--- config.mk ---
export PLATFORM = sky130hd
export DESIGN_NAME = srcc_top
export DESIGN_NICKNAME = d
export VERILOG_FILES = /design/src/verilog/srcc_top.v
export VERILOG_INCLUDE_DIRS = /design/src /design/src/common
export SDC_FILE = /design/constraint.sdc
export NUM_CORES = 1
export LEC_CHECK = 0
export BUFFER_PORTS_ARGS = -buffer_cell sky130_fd_sc_hd__buf_2
export CAP_MARGIN = 0
export CORE_ASPECT_RATIO = 0.6
export CORE_UTILIZATION = 50
export DETAILED_ROUTE_END_ITERATION = 12
export PLACE_DENSITY = 0.84
export SLEW_MARGIN = 5
export SYNTH_ARGS = -nofsm -noshare
export SYNTH_HDL_FRONTEND = slang
export SYNTH_SLANG_ARGS = --single-unit
--- constraint.sdc ---
create_clock -name mclk -period 3.7 [get_ports mclk]
set_input_delay 0.74 -clock mclk [delete_from_list [all_inputs] [get_ports mclk]]
set_output_delay 0.74 -clock mclk [all_outputs]
set_load 0.01 [all_outputs]
--- src/common/srcc_consts.vh ---
// Constants for the subsystem reset and clock control block.
`ifndef SRCC_CONSTS_VH
`define SRCC_CONSTS_VH
`define SRCC_RSN_POR 0
`define SRCC_RSN_FULL 1
`define SRCC_RSN_CORE 2
`define SRCC_RSN_DEBUG 3
`define SRCC_RSN_FABRIC 4
`define SRCC_RSN_WDOG 5
`define SRCC_RSN_GPIO 6
`define SRCC_RSN_CBUS 7
`define SRCC_RSN_SOFTCORE 8
`define SRCC_RSN_WIDTH 9
`define SRCC_NUM_FIC 5
`define SRCC_NUM_PERIPH 16
`define SRCC_NUM_GPIO 3
`define SRCC_DLL_THRESH_MHZ 125
`define SRCC_CLK_RC 2'h0
`define SRCC_CLK_PLL 2'h1
`define SRCC_DIV_CORE 3'h1
`define SRCC_DIV_L2AXI 3'h2
`define SRCC_DIV_AHB 3'h4
`define SRCC_MCLK_MHZ 20
`define SRCC_RST_HOLD_NS 200
`define SRCC_RST_HOLD_CYC ((`SRCC_RST_HOLD_NS * `SRCC_MCLK_MHZ + 999) / 1000)
`endif

--- src/verilog/srcc_top.v ---
// Reset cause recording, reset distribution and clock source control.
//
// Operation
// - Power-on reset fully resets cores, peripherals and fabric, not GPIO blocks; optional soft bits also reset controller bus regs.
// - Full subsystem reset clears cores, peripherals and fabric, not controller bus regs.
// - Core-only reset clears just the processor core complex.
// - Debugger reset is logged at bit 3 and acts as a full reset.
// - Fabric reset low at power-up holds subsystem in reset; logged at bit 4.
// - Later fabric reset assertion gives a full subsystem reset.
// - First watchdog reset is logged at bit 5.
// - Fabric GPIO reset logged at bit 6; resets only follower GPIO blocks.
// - Controller bus reset is logged at bit 7.
// - Software core reset through soft register is logged at bit 8.
// - Peripherals stay in reset after subsystem reset until software releases each.
// - Main PLL gives up to 625 MHz core clock (667 fast grade) plus 80 MHz.
// - PLL divided by 1 for cores, 2 for cache/AXI, 4 for AHB/APB.
// - After power-up and every subsystem reset the RC oscillator is selected.
// - Firmware may switch the source from RC oscillator to PLL at run time.
// - No automatic source change at power-up; main PLL keeps running.
// - Fabric interface clocks above 125 MHz go through their DLL.
// - Below 125 MHz the DLL is bypassed and edge-opposite retiming is used.
`timescale 1ns/1ps
`include "srcc_consts.vh"
module srcc_top #(
  parameter NUM_PERIPH = `SRCC_NUM_PERIPH,
  parameter NUM_GPIO = `SRCC_NUM_GPIO,
  parameter NUM_FIC = `SRCC_NUM_FIC,
  parameter HOLD_CYC = `SRCC_RST_HOLD_CYC
)(
  input wire mclk,
  input wire rst_b,
  input wire power_on_full_reset,
  input wire cbus_regs_soft_reset,
  input wire subsystem_full_reset,
  input wire core_complex_reset,
  input wire debugger_reset_cause,
  input wire fabric_subsystem_reset_n,
  input wire watchdog_reset_cause,
  input wire fabric_gpio_reset,
  input wire [NUM_GPIO-1:0] gpio_follow_fabric,
  input wire controller_bus_reset_cause,
  input wire soft_core_reset,
  input wire [`SRCC_RSN_WIDTH-1:0] reason_clear,
  input wire [NUM_PERIPH-1:0] periph_release,
  input wire clk_sel_pll_req,
  input wire fast_grade,
  input wire [NUM_FIC*10-1:0] fic_clk_mhz,
  output reg [`SRCC_RSN_WIDTH-1:0] reason_reg,
  output reg cbus_regs_reset_reg,
  output reg subsystem_reset_reg,
  output reg core_reset_reg,
  output reg fabric_axi_reset_reg,
  output reg [NUM_PERIPH-1:0] periph_reset_reg,
  output reg [NUM_GPIO-1:0] gpio_reset_reg,
  output reg clk_src_pll_reg,
  output reg pll_enable_reg,
  output reg [2:0] div_core_reg,
  output reg [2:0] div_l2axi_reg,
  output reg [2:0] div_ahb_reg,
  output reg [9:0] core_max_mhz_reg,
  output reg [NUM_FIC-1:0] fic_dll_en_reg,
  output reg [NUM_FIC-1:0] fic_negedge_retime_reg
);
  // Synchronised copies of all asynchronous request pins.
  localparam NSYNC = 10;
  wire [NSYNC-1:0] async_in;
  reg [NSYNC-1:0] sync1_reg;
  reg [NSYNC-1:0] sync2_reg;
  assign async_in[0] = power_on_full_reset;
  assign async_in[1] = cbus_regs_soft_reset;
  assign async_in[2] = subsystem_full_reset;
  assign async_in[3] = core_complex_reset;
  assign async_in[4] = debugger_reset_cause;
  // The fabric line is active low, so it is inverted before the synchroniser.
  assign async_in[5] = ~fabric_subsystem_reset_n;
  assign async_in[6] = watchdog_reset_cause;
  assign async_in[7] = fabric_gpio_reset;
  assign async_in[8] = controller_bus_reset_cause;
  assign async_in[9] = soft_core_reset;

  // First stage may go metastable; only the second stage reads it.
  always @(posedge mclk or negedge rst_b)
  begin
    if (!rst_b)
      sync1_reg <= {NSYNC{1'b0}};
    else
      sync1_reg <= async_in;
  end

  always @(posedge mclk or negedge rst_b)
  begin
    if (!rst_b)
      sync2_reg <= {NSYNC{1'b0}};
    else
      sync2_reg <= sync1_reg;
  end

  wire por_s;
  wire cbus_soft_s;
  wire full_s;
  wire core_s;
  wire dbg_s;
  wire fab_s;
  wire wdog_s;
  wire gpio_s;
  wire cbus_s;
  wire softcore_s;
  assign por_s = sync2_reg[0];
  assign cbus_soft_s = sync2_reg[1];
  assign full_s = sync2_reg[2];
  assign core_s = sync2_reg[3];
  assign dbg_s = sync2_reg[4];
  assign fab_s = sync2_reg[5];
  assign wdog_s = sync2_reg[6];
  assign gpio_s = sync2_reg[7];
  assign cbus_s = sync2_reg[8];
  assign softcore_s = sync2_reg[9];

  // Rising edges so that a held request logs its cause once.
  reg [NSYNC-1:0] prev_reg;
  always @(posedge mclk or negedge rst_b)
  begin
    if (!rst_b)
      prev_reg <= {NSYNC{1'b0}};
    else
      prev_reg <= sync2_reg;
  end
  wire [NSYNC-1:0] rise = sync2_reg & ~prev_reg;

  // Power-up window: a fabric reset seen before the first release counts as a hold.
  reg powered_reg;
  always @(posedge mclk or negedge rst_b)
  begin
    if (!rst_b)
      powered_reg <= 1'b0;
    else if (!fab_s && !por_s)
      powered_reg <= 1'b1;
  end

  // Full-effect sources: controller request, debugger, fabric and power-on.
  wire full_any = full_s | dbg_s | fab_s | por_s;
  wire core_any = core_s | softcore_s | full_any;

  // Stretch a full reset for a minimum pulse width.
  localparam [15:0] HOLD_CYC_W = HOLD_CYC;
  reg [15:0] hold_cnt_reg;
  wire start_full = full_any;
  always @(posedge mclk or negedge rst_b)
  begin
    if (!rst_b)
      hold_cnt_reg <= 16'h0000;
    else if (start_full)
      hold_cnt_reg <= HOLD_CYC_W;
    else if (hold_cnt_reg != 16'h0000)
      hold_cnt_reg <= hold_cnt_reg - 16'h0001;
  end
  wire full_active = start_full | (hold_cnt_reg != 16'h0000);

  reg [`SRCC_RSN_WIDTH-1:0] reason_set;
  always @*
  begin
    reason_set = {`SRCC_RSN_WIDTH{1'b0}};
    reason_set[`SRCC_RSN_POR] = rise[0];
    reason_set[`SRCC_RSN_FULL] = rise[2];
    reason_set[`SRCC_RSN_CORE] = rise[3];
    reason_set[`SRCC_RSN_DEBUG] = rise[4];
    reason_set[`SRCC_RSN_FABRIC] = rise[5] | (fab_s & ~powered_reg);
    reason_set[`SRCC_RSN_WDOG] = rise[6];
    reason_set[`SRCC_RSN_GPIO] = rise[7];
    reason_set[`SRCC_RSN_CBUS] = rise[8];
    reason_set[`SRCC_RSN_SOFTCORE] = rise[9];
  end

  // Reason bits are sticky across every subsystem reset; set wins over clear.
  always @(posedge mclk or negedge rst_b)
  begin
    if (!rst_b)
      reason_reg <= {`SRCC_RSN_WIDTH{1'b0}};
    else
      reason_reg <= reason_set | (reason_reg & ~reason_clear);
  end

  // Controller bus registers are only cleared by a power-on reset with the soft bit set.
  always @(posedge mclk or negedge rst_b)
  begin
    if (!rst_b)
      cbus_regs_reset_reg <= 1'b1;
    else
      cbus_regs_reset_reg <= por_s & cbus_soft_s;
  end

  always @(posedge mclk or negedge rst_b)
  begin
    if (!rst_b)
      subsystem_reset_reg <= 1'b1;
    else
      subsystem_reset_reg <= full_active;
  end

  // The fabric bus is cleared with the subsystem so no transaction is left hanging.
  always @(posedge mclk or negedge rst_b)
  begin
    if (!rst_b)
      fabric_axi_reset_reg <= 1'b1;
    else
      fabric_axi_reset_reg <= full_active;
  end

  // A core-only request is not stretched; it lasts as long as it is held.
  always @(posedge mclk or negedge rst_b)
  begin
    if (!rst_b)
      core_reset_reg <= 1'b1;
    else
      core_reset_reg <= core_any | full_active;
  end

  // Only the GPIO blocks that follow the fabric line see its reset.
  always @(posedge mclk or negedge rst_b)
  begin
    if (!rst_b)
      gpio_reset_reg <= {NUM_GPIO{1'b1}};
    else
      gpio_reset_reg <= {NUM_GPIO{gpio_s}} & gpio_follow_fabric;
  end

  // Peripherals are held after a subsystem reset until released one by one.
  always @(posedge mclk or negedge rst_b)
  begin
    if (!rst_b)
      periph_reset_reg <= {NUM_PERIPH{1'b1}};
    else if (full_active)
      periph_reset_reg <= {NUM_PERIPH{1'b1}};
    else
      periph_reset_reg <= periph_reset_reg & ~periph_release;
  end

  // The PLL keeps running and the divider ratios never change.
  always @(posedge mclk or negedge rst_b)
  begin
    if (!rst_b)
    begin
      pll_enable_reg <= 1'b1;
      div_core_reg <= `SRCC_DIV_CORE;
      div_l2axi_reg <= `SRCC_DIV_L2AXI;
      div_ahb_reg <= `SRCC_DIV_AHB;
    end
    else
    begin
      pll_enable_reg <= 1'b1;
      div_core_reg <= `SRCC_DIV_CORE;
      div_l2axi_reg <= `SRCC_DIV_L2AXI;
      div_ahb_reg <= `SRCC_DIV_AHB;
    end
  end

  // The core ceiling follows the speed grade of the part.
  always @(posedge mclk or negedge rst_b)
  begin
    if (!rst_b)
      core_max_mhz_reg <= 10'h271;
    else
      core_max_mhz_reg <= fast_grade ? 10'h29B : 10'h271;
  end

  // Clock source: RC oscillator after every subsystem reset, PLL only on firmware request.
  always @(posedge mclk or negedge rst_b)
  begin
    if (!rst_b)
      clk_src_pll_reg <= 1'b0;
    else if (full_active)
      clk_src_pll_reg <= 1'b0;
    else if (clk_sel_pll_req)
      clk_src_pll_reg <= 1'b1;
  end

  // Per-interface DLL or edge-opposite retiming choice.
  localparam [9:0] DLL_THRESH = `SRCC_DLL_THRESH_MHZ;
  wire [NUM_FIC-1:0] fic_fast;
  wire [NUM_FIC-1:0] fic_slow;
  genvar g;
  generate
    for (g = 0; g < NUM_FIC; g = g + 1)
    begin : fic_mode
      wire [9:0] f;
      assign f = fic_clk_mhz[g*10 +: 10];
      assign fic_fast[g] = (f > DLL_THRESH);
      assign fic_slow[g] = (f < DLL_THRESH);
    end
  endgenerate

  // Exactly at the threshold neither path is chosen; the interface must not run there.
  always @(posedge mclk or negedge rst_b)
  begin
    if (!rst_b)
    begin
      fic_dll_en_reg <= {NUM_FIC{1'b0}};
      fic_negedge_retime_reg <= {NUM_FIC{1'b1}};
    end
    else
    begin
      fic_dll_en_reg <= fic_fast;
      fic_negedge_retime_reg <= fic_slow;
    end
  end
endmodule

==> flow_summary.ini, run 1 <==
[clocking]
cts_root_buf = clkbuf_16
clk_pin_slew_ns = 0.07
htree_levels = 3
postCtsHoldBufs = 0
cts_tree = yes
cts_resized = 0
cts_setup_buffers = 0
insertion_delay_ns = 0.33
clockBufferDepth = 2
cts_buffers = 9
cts_sinks = 90

[sta]
setup_tns_ns = 0
finalSetupViolCount = 0
hold_viol_final = 0
tightest_slew_ns = 1.068
rsz0062_at_grt = no
slew_headroom_pct = 28.81
fin_crit_sh_pct = 55.01
hold_ws_ns = 0.3523
fin_worst_skew_ns = 0.007785
clock.fmax_ghz = 0.4914
slew_viol_final = 0
period_needed_ns = 2.035

[global_routing]
overflow = 0
antenna_found_initial = 0
grt_pass1_vias = 2454
grt_max_degree = 91
grt_pass1_wl_mm = 10.58
grt.total_usage_pct = 19.41

[route]
vias = 2521
drt_iter0_drc = 99
drtAntennaViolNets = 0
totalWireLength_mm = 6.818
met3_length_um = 430
top_layer = met4
avgRoutedWirePerCell_um = 13.14
first_pass_iters = 4
met2_length_mm = 3.447
wl_met1_mm = 2.869
drc = 0
routed_via_density = 4.857

[critical_path]
cp_max_fo = 12
crit_arrival_ns = 2.29
cp-start-kind = register
worst_ep_required_time_ns = 3.95
worstSetupPathType = register to register
critPathCaptureType = register

[die]
dieArea_um2 = 7282
die_w_um = 109.5
rows = 23
boundaryPins = 155
core_area_um2 = 6676
fp.dieH_um = 66.50
start_util_pct = 51.93

[yosys]
async_reset_ff_share_pct = 100.0
yosysUniqueCellTypes = 46
ys.warnings.count = 0
synth-edff-count = 0
synth.cell_area_um2 = 3467
ys_seq_area_share_pct = 65.97
synth_seq_cells = 90
synth_area_per_cell_um2 = 12.08
ys.flop_type = dfrtp_1
synthCells = 287

[run_status]
status = complete, no violations

[placed_design]
portBuffers = 139
dp_hpwl_mm = 5.009
gp_congestion = 0.8314

[power_and_ir_drop]
power_leakage_nw = 2.249
power_density_nw_per_um2 = 458.3
ir_drop_mv = 0.2719

[layout]
utilization_pct = 66.64
antenna_cells = 0
syn2layout_area_growth_pct = 28.33
nets = 521
drive_gt1_share_pct = 44.68
final_common_cell = buf_2
layout_common_cells = 138 x buf_2, 62 x dfrtp_1, 39 x inv_1, 28 x dfstp_2, 18 x o21ai_1

[flow_run]
maxCapViolCount = 0

[worst_hold_path]
hold_path.class = register to register
-- cell type report --
| class | instances | area [µm²] |
|---|---|---|
| clock buffer | 10 | 229.0 |
| clock inverter | 6 | 58.81 |
| fill | 508 | 2227 |
| inverter | 40 | 150.1 |
| multi-input combinational | 147 | 917.1 |
| sequential | 90 | 2287 |
| tap | 87 | 108.9 |
| timing repair buffer | 139 | 698.2 |
-- kinds of logic after synthesis --
family / count (synthesis) / synth area share (%)
XOR/XNOR: 3 / 0.7580
buffers and inverters: 63 / 8.986
adder cells (fa/ha/maj): 2 / 0.7216
multiplexers: 1 / 0.2887
AND/OR/NAND/NOR: 65 / 11.44
AO/OA/AOI/OAI: 61 / 11.62
other: 2 / 0.2166
flip-flops: 90 / 65.97
-- power breakdown --
| part | internal (mW) | switching (mW) | leakage, nW | total, mW |
|---|---|---|---|---|
| clock | 0.469 | 0.391 | 0.137 | 0.860 |
| combinational | 0.0630 | 0.0768 | 1.07 | 0.140 |
| sequential | 1.02 | 0.0163 | 1.04 | 1.04 |
| total | 1.56 | 0.484 | 2.25 | 2.04 |
-- critical path, cell delays in order, from the launching register on --
cell and delay [ns]:
dfrtp_1 0.43, nor4_1 0.60, and4_1 0.55, or4_1 0.19
mux2i_1 0.18
-- synthesized netlist by cell type, types with 2 or more instances --
| master | n | area share (%) |
|---|---|---|
| a2111o_1 | 5 | 1.6 |
| a21oi_1 | 15 | 2.2 |
| and2_1 | 4 | 0.72 |
| buf_2 | 3 | 0.43 |
| buf_4 | 19 | 4.1 |
| conb_1 | 2 | 0.22 |
| dfrtp_1 | 62 | 45 |
| dfstp_2 | 28 | 21 |
| ha_1 | 2 | 0.72 |
| inv_1 | 39 | 4.2 |
| nand2_1 | 13 | 1.4 |
| nand3_1 | 9 | 1.3 |
| nor2_1 | 10 | 1.1 |
| nor3_1 | 2 | 0.29 |
| nor4_1 | 4 | 0.72 |
| nor4_4 | 2 | 1.2 |
| o21ai_0 | 2 | 0.29 |
| o21ai_1 | 18 | 2.6 |
| o22ai_1 | 8 | 1.4 |
| o31ai_1 | 4 | 0.87 |
| or3_1 | 3 | 0.54 |
| or4_1 | 8 | 1.7 |
| xor2_1 | 2 | 0.51 |
-- layer usage --
layer,vias to the layer above,global-route usage (%)
li1,1226,-
met1,1198,23.29
met2,88,32.94
met3,9,6.654
met4,0,6.500
met5,-,0
-- worst paths after layout --
kind	from	slack, ns	cells past startpoint	endpoint
setup / recovery	hold_cnt_reg[12]$_DFFE_PN0N_	1.66	4	hold_cnt_reg[9]$_DFFE_PN0N_
hold / removal	sync1_reg[1]$_DFF_PN0_	0.35	0	sync2_reg[1]$_DFF_PN0_
setup reg to reg	hold_cnt_reg[12]$_DFFE_PN0N_	1.66	4	hold_cnt_reg[9]$_DFFE_PN0N_
hold reg to reg	sync1_reg[1]$_DFF_PN0_	0.35	0	sync2_reg[1]$_DFF_PN0_
max in group asynchronous	rst_b	2.42	1	prev_reg[3]$_DFF_PN0_
min in group asynchronous	rst_b	0.59	1	clk_src_pll_reg$_DFFE_PN0P_
-- metrics by stage --
stage                     worst slack, ns  instances  power [mW]  cell area (µm²)
after detailed placement            1.702        503       1.198             4161
after CTS                           1.692        519       2.064             4449
after floorplan                     1.932        300       1.117             3516
after global placement              1.746        503       1.192             4161
after global routing                1.491        519       2.127             4449
final                               1.665        519       2.039             4449
No activity file was read; power rests on OpenSTA's default activity.
==> run 2, diff against run 1 <==
--- a/config.mk
+++ b/config.mk
@@ -9,9 +9,9 @@
 export BUFFER_PORTS_ARGS = -buffer_cell sky130_fd_sc_hd__buf_2
 export CAP_MARGIN = 0
 export CORE_ASPECT_RATIO = 0.6
-export CORE_UTILIZATION = 50
+export CORE_UTILIZATION = 42
 export DETAILED_ROUTE_END_ITERATION = 12
-export PLACE_DENSITY = 0.84
+export PLACE_DENSITY = 0.75
 export SLEW_MARGIN = 5
 export SYNTH_ARGS = -nofsm -noshare
 export SYNTH_HDL_FRONTEND = slang
==> constraint.sdc (replaced) <==
create_clock -name mclk -period 1.85 [get_ports mclk]
set_input_delay 0.37 -clock mclk [delete_from_list [all_inputs] [get_ports mclk]]
set_output_delay 0.37 -clock mclk [all_outputs]
set_load 0.01 [all_outputs]
==> flow_summary.ini, run 2 (synthesized netlist as in run 1, its figures left out) <==
[route]
first_pass_iters = 4
vias = 2569
totalWireLength_mm = 7.034
avgRoutedWirePerCell_um = 12.58
drtAntennaViolNets = 0
drc = 0
routed_via_density = 4.596
drt_iter0_drc = 124

[critical_path]
critPathMaxStageDelay_ns = 0.39
cpMostUsedCell = buf_4
crit_arrival_ns = 1.97
worstSetupPathType = register to register
crit_family = flip-flops
cp_max_fo = 3
path_buf_inv = 2
critPathCaptureType = register
cp_slowest_cell = dfrtp_1
worst_ep_required_time_ns = 2.05
cp-start-kind = register
crit_chain = buf_4 > nor4_2 > buf_4 > nand4_1 > xor2_1 > a311oi_1

[die]
start_util_pct = 43.64
rows = 25
core_area_um2 = 7945
fp.dieH_um = 72.38
dieArea_um2 = 8634
boundaryPins = 155
die_w_um = 119.3

[clocking]
cts_tree = yes
clk_pin_slew_ns = 0.07
clockBufferDepth = 2
cts_sinks = 90
insertion_delay_ns = 0.34
cts_buffers = 9
cts_root_buf = clkbuf_16
htree_levels = 3

[global_routing]
grt_pass1_wl_mm = 11.53
grt.total_usage_pct = 17.48
antenna_found_initial = 0
overflow = 0
grt_max_degree = 38
grt_pass1_vias = 2538

[sta]
fin_worst_skew_ns = 0.009941
period_needed_ns = 1.771
slew_viol_final = 0
clock.fmax_ghz = 0.5648
hold_viol_final = 0
finalSetupViolCount = 0
fin_crit_sh_pct = 95.71
hold_ws_ns = 0.1349
setup_tns_ns = 0
layout_setup_ws_ns = 0.07935

[placed_design]
portBuffers = 139
gp_congestion = 0.8875
dp_hpwl_mm = 5.339
placed_cell_area_um2 = 4333
dpl_worst_slack_ns = -0.09028

[power_and_ir_drop]
p_sw_share_pct = 21.91
p_sw_mw = 0.9216
ir_drop_mv = 0.5675
power_density_nw_per_um2 = 893.5
cellInternalPower_mw = 3.284
p_comb_share_pct = 7.3
p_seq_share_pct = 49.4
power_leakage_nw = 2.367
clkPwrFrac_pct = 43.3

[worst_hold_path]
hold_path.class = primary input to register

[layout]
antenna_cells = 0
fin_area_um2 = 4707
layout_common_cells = 138 x buf_2, 62 x dfrtp_1, 37 x inv_1, 28 x dfstp_2, 18 x o21ai_1
nets = 540
utilization_pct = 59.24
syn2layout_area_growth_pct = 35.76
drive_gt1_share_pct = 48.78
final_common_cell = buf_2

[run_status]
status = complete, no violations

[flow_run]
maxCapViolCount = 0
-- run 2: cell types whose count changed in the layout (fill, tap and decap cells not counted), moves of 2 or more --
cell and delta:
inv_2 +2, nor4_1 -2, inv_6 -2, inv_1 -2, nor4_2 +2, buf_4 +16, buf_12 +2
-- run 2: worst register-to-register path, cell delays in order (launching register included) --
cell      delay, ns
dfrtp_1        0.39
buf_4          0.15
nor4_2         0.27
buf_4          0.16
nand4_1        0.10
xor2_1         0.17
a311oi_1       0.38
-- run 2: per-layer routing --
metal | wire length [µm] | GRT usage, %
met1 | 3172 | 21.74
met2 | 3388 | 28.62
met3 | 401 | 6.368
met4 | 71 | 5.972
met5 | 0 | 0
-- run 2: what timing repair did --
item	CTS	global route
setup endpoints to repair	4	21
endpoints found under the hold margin	24	0
gates resized for setup	3	9
buffers inserted	0	2
pin swaps	0	3
hold buffers	1	0
cloned	0	0
-- run 2: power groups by stage --
stage,clock [mW],combinational (mW),sequential [mW]
finish,1.82,0.309,2.08
global route,1.95,0.346,2.08
CTS,1.87,0.308,2.08
floorplan,0,0.110,2.12
detailed placement,0,0.305,2.11
global placement,0,0.297,2.11
-- run 2: final timing paths --
check	from	end	slack, ns	cells after the start
worst min-delay path	power_on_full_reset	sync1_reg[0]$_DFF_PN0_	0.13	1
worst max register to register	hold_cnt_reg[0]$_DFFE_PN0N_	hold_cnt_reg[15]$_DFFE_PN0N_	0.08	6
max in group asynchronous	rst_b	fic_negedge_retime_reg[1]$_DFF_PN1_	0.78	3
worst min register to register	sync1_reg[9]$_DFF_PN0_	sync2_reg[9]$_DFF_PN0_	0.35	0
worst max-delay path	hold_cnt_reg[0]$_DFFE_PN0N_	hold_cnt_reg[15]$_DFFE_PN0N_	0.08	6
min in group asynchronous	rst_b	reason_reg[4]$_DFF_PN0_	0.49	2
-- run 2: through the flow --
stage                     std cells  total power [mW]
after floorplan                 300             2.235
after global placement          540             2.404
after detailed placement        540             2.416
after CTS                       557             4.256
after global routing            559             4.380
final                           559             4.206
-- run 2: area by class of cell --
class                   count  area, µm²
fillers                   678       3238
flip-flops and latches     90       2287
multi-input cells         147      960.9
repair buffers            158      868.3
clock buffers              11      242.7
inverters                  40      150.1
well taps                 108      135.1
clock inverters             5      62.56
==> run 3, diff against run 2 <==
--- a/config.mk
+++ b/config.mk
@@ -6,12 +6,13 @@
 export SDC_FILE = /design/constraint.sdc
 export NUM_CORES = 1
 export LEC_CHECK = 0
+export ABC_AREA = 1
 export BUFFER_PORTS_ARGS = -buffer_cell sky130_fd_sc_hd__buf_2
 export CAP_MARGIN = 0
 export CORE_ASPECT_RATIO = 0.6
-export CORE_UTILIZATION = 42
+export CORE_UTILIZATION = 43
 export DETAILED_ROUTE_END_ITERATION = 12
-export PLACE_DENSITY = 0.75
+export PLACE_DENSITY = 0.76
 export SLEW_MARGIN = 5
 export SYNTH_ARGS = -nofsm -noshare
 export SYNTH_HDL_FRONTEND = slang
==> flow_summary.ini, run 3 <==
[critical_path]
r2r_start = hold_cnt_reg[7]$_DFFE_PN0N_
ff2ff_path_depth = 6
worstSetupPathType = register to register
critPathCaptureType = register
cp-start-kind = register
r2r-end = periph_reset_reg[5]$_DFF_PN1_
worst_ep_required_time_ns = 2.09
r2r_slack_ns = 0.23
crit_start = hold_cnt_reg[7]$_DFFE_PN0N_
cp-endpoint = periph_reset_reg[5]$_DFF_PN1_
crit_arrival_ns = 1.86
cp_max_fo = 17

[clocking]
cts_buffers = 9
cts_setup_buffers = 0
htree_levels = 3
cts_sinks = 90
cts_tree = yes
clockBufferDepth = 2
cts_resized = 0
insertion_delay_ns = 0.33
clk_pin_slew_ns = 0.06
postCtsHoldBufs = 0
cts_root_buf = clkbuf_16

[yosys]
ys_seq_area_share_pct = 62.95
synth.cell_area_um2 = 3633
ys_top_cells_by_count = 64 x nand2_1, 62 x dfrtp_1, 62 x inv_1
async_reset_ff_share_pct = 100.0
synthCells = 367
synth.area.top_cells = dfrtp_1 43%, dfstp_2 20%, nand2_1 6.6%, inv_1 6.4%, nor2_1 4.6%
ys.warnings.count = 0
synth_seq_cells = 90
synth_area_per_cell_um2 = 9.901
yosys.cell_count.top_type = nand2_1
yosysUniqueCellTypes = 25
ys.flop_type = dfrtp_1
synth-edff-count = 0
synth_top_area_cell = dfrtp_1
synth_top_area_share_pct = 42.70

[layout]
syn2layout_area_growth_pct = 28.58
num-fill-cells = 682
nets = 604
antenna_cells = 0
drive_gt1_share_pct = 39.81
layout_common_cells = 138 x buf_2, 64 x nand2_1, 62 x inv_1, 62 x dfrtp_1, 45 x nor2_1
regArea_um2 = 2287
multiInputGateArea_um2 = 977.2
final_common_cell = buf_2

[route]
totalWireLength_mm = 7.825
met2_length_mm = 3.898
vias = 2787
top_layer = met4
met3_length_um = 655
drc = 0
wl_met1_mm = 3.163
avgRoutedWirePerCell_um = 12.56
first_pass_iters = 4
drt_iter0_drc = 118
routed_via_density = 4.474
drtAntennaViolNets = 0

[sta]
finalSetupViolCount = 0
hold_viol_final = 0
slew_viol_final = 0
clock.fmax_ghz = 0.6172
setup_tns_ns = 0
fin_worst_skew_ns = 0.005914
fin_crit_sh_pct = 87.59
period_needed_ns = 1.620
rsz0062_at_grt = no

[die]
rows = 25
dieArea_um2 = 8834
start_util_pct = 45.20
boundaryPins = 155
fp.dieH_um = 73.21
core_area_um2 = 8039
die_w_um = 120.7

[global_routing]
grt_pass1_vias = 2677
antenna_found_initial = 0
grt_pass1_wl_mm = 12.36
grt_max_degree = 91
overflow = 0
grt.total_usage_pct = 18.89

[power_and_ir_drop]
clkPwrFrac_pct = 43.3
ir_drop_mv = 0.5510
p_seq_share_pct = 49.4
p_comb_share_pct = 7.3
p_sw_mw = 0.9014
finalPower_mw = 4.202
p_sw_share_pct = 21.45
cellInternalPower_mw = 3.300
power_density_nw_per_um2 = 899.3
power_leakage_nw = 2.590

[run_status]
status = complete, no violations

[flow_run]
maxCapViolCount = 0

[worst_hold_path]
hold_path.class = primary input to async pin

[placed_design]
gp_congestion = 0.8833
dp_hpwl_mm = 5.878
portBuffers = 139
run 3: changes by cell type after synthesis, moves of 8 or more:
cell | before | now
nand2_1 | 13 | 64
nor2_1 | 10 | 45
inv_1 | 39 | 62
nand3_1 | 9 | 27
o21ai_1 | 18 | 0
a21oi_1 | 15 | 0
o21ai_0 | 2 | 15
o21ai_2 | 0 | 9
or4_1 | 8 | 0
run 3: metrics by stage:
stage / hold slack, ns / utilization, % / area (µm²) / std cells / setup WS, ns
6_report: 0.07015 / 58.12 / 4672 / 623 / 0.2297
3_3_place_gp: 0.3337 / 54.32 / 4367 / 607 / 0.3307
4_1_cts: 0.08565 / 58.12 / 4672 / 623 / 0.2173
5_1_grt: 0.09597 / 58.12 / 4672 / 623 / 0.04111
3_5_place_dp: 0.3347 / 54.32 / 4367 / 607 / 0.2434
2_1_floorplan: 0.07441 / - / 3682 / 380 / 0.4401
run 3: power by group through the flow:
stage	clock network, mW	logic, mW	registers [mW]
after floorplan	0	0.120	2.12
after global placement	0	0.300	2.11
after detailed placement	0	0.308	2.11
after CTS	1.87	0.309	2.08
after global routing	1.96	0.343	2.08
final	1.82	0.305	2.08
run 3: how the worst min path moves through the flow:
stage | cells past startpoint | startpoint | slack [ns] | to
final | 2 | rst_b | 0.07 | reason_reg[7]$_DFF_PN0_
after global routing | 2 | rst_b | 0.1 | sync1_reg[6]$_DFF_PN0_
after CTS | 2 | rst_b | 0.09 | prev_reg[5]$_DFF_PN0_
after detailed placement | 0 | sync1_reg[4]$_DFF_PN0_ | 0.33 | sync2_reg[4]$_DFF_PN0_
after global placement | 0 | sync1_reg[2]$_DFF_PN0_ | 0.33 | sync2_reg[2]$_DFF_PN0_
after floorplan | 0 | rst_b | 0.07 | clk_src_pll_reg$_DFFE_PN0P_
run 3: logic make-up (layout without fill, tap and decap cells):
kind of cell,count (synthesis),count (layout),synth area share [%]
simple gates,153,153,18.60
xor+xnor,1,1,0.2411
other cells,2,15,0.2067
buf+inv,86,221,11.50
compound gates,33,33,5.820
flops,90,90,62.95
fa+ha+maj,2,2,0.6886
run 3: cell type report:
| class | instances | area share (%) |
|---|---|---|
| multi-input cells | 204 | 20.92 |
| well taps | 108 | 2.892 |
| clock buffers | 12 | 5.490 |
| clock inverters | 4 | 1.044 |
| flip-flops and latches | 90 | 48.96 |
| inverters | 64 | 5.169 |
| repair buffers | 141 | 15.53 |
run 3: critical path, cell delays in order, from the launching register on:
cell	delay, ns
dfrtp_1	0.41
nor2_1	0.21
nand2_1	0.10
nor2_1	0.28
nand3_4	0.13
clkinv_2	0.24
o21ai_0	0.16
run 3: layer usage:
layer  up-vias  global-route usage, %
li1       1377                      -
met1      1274                  22.77
met2       125                  31.80
met3        11                  7.031
met4         0                  6.173
met5         -                      0
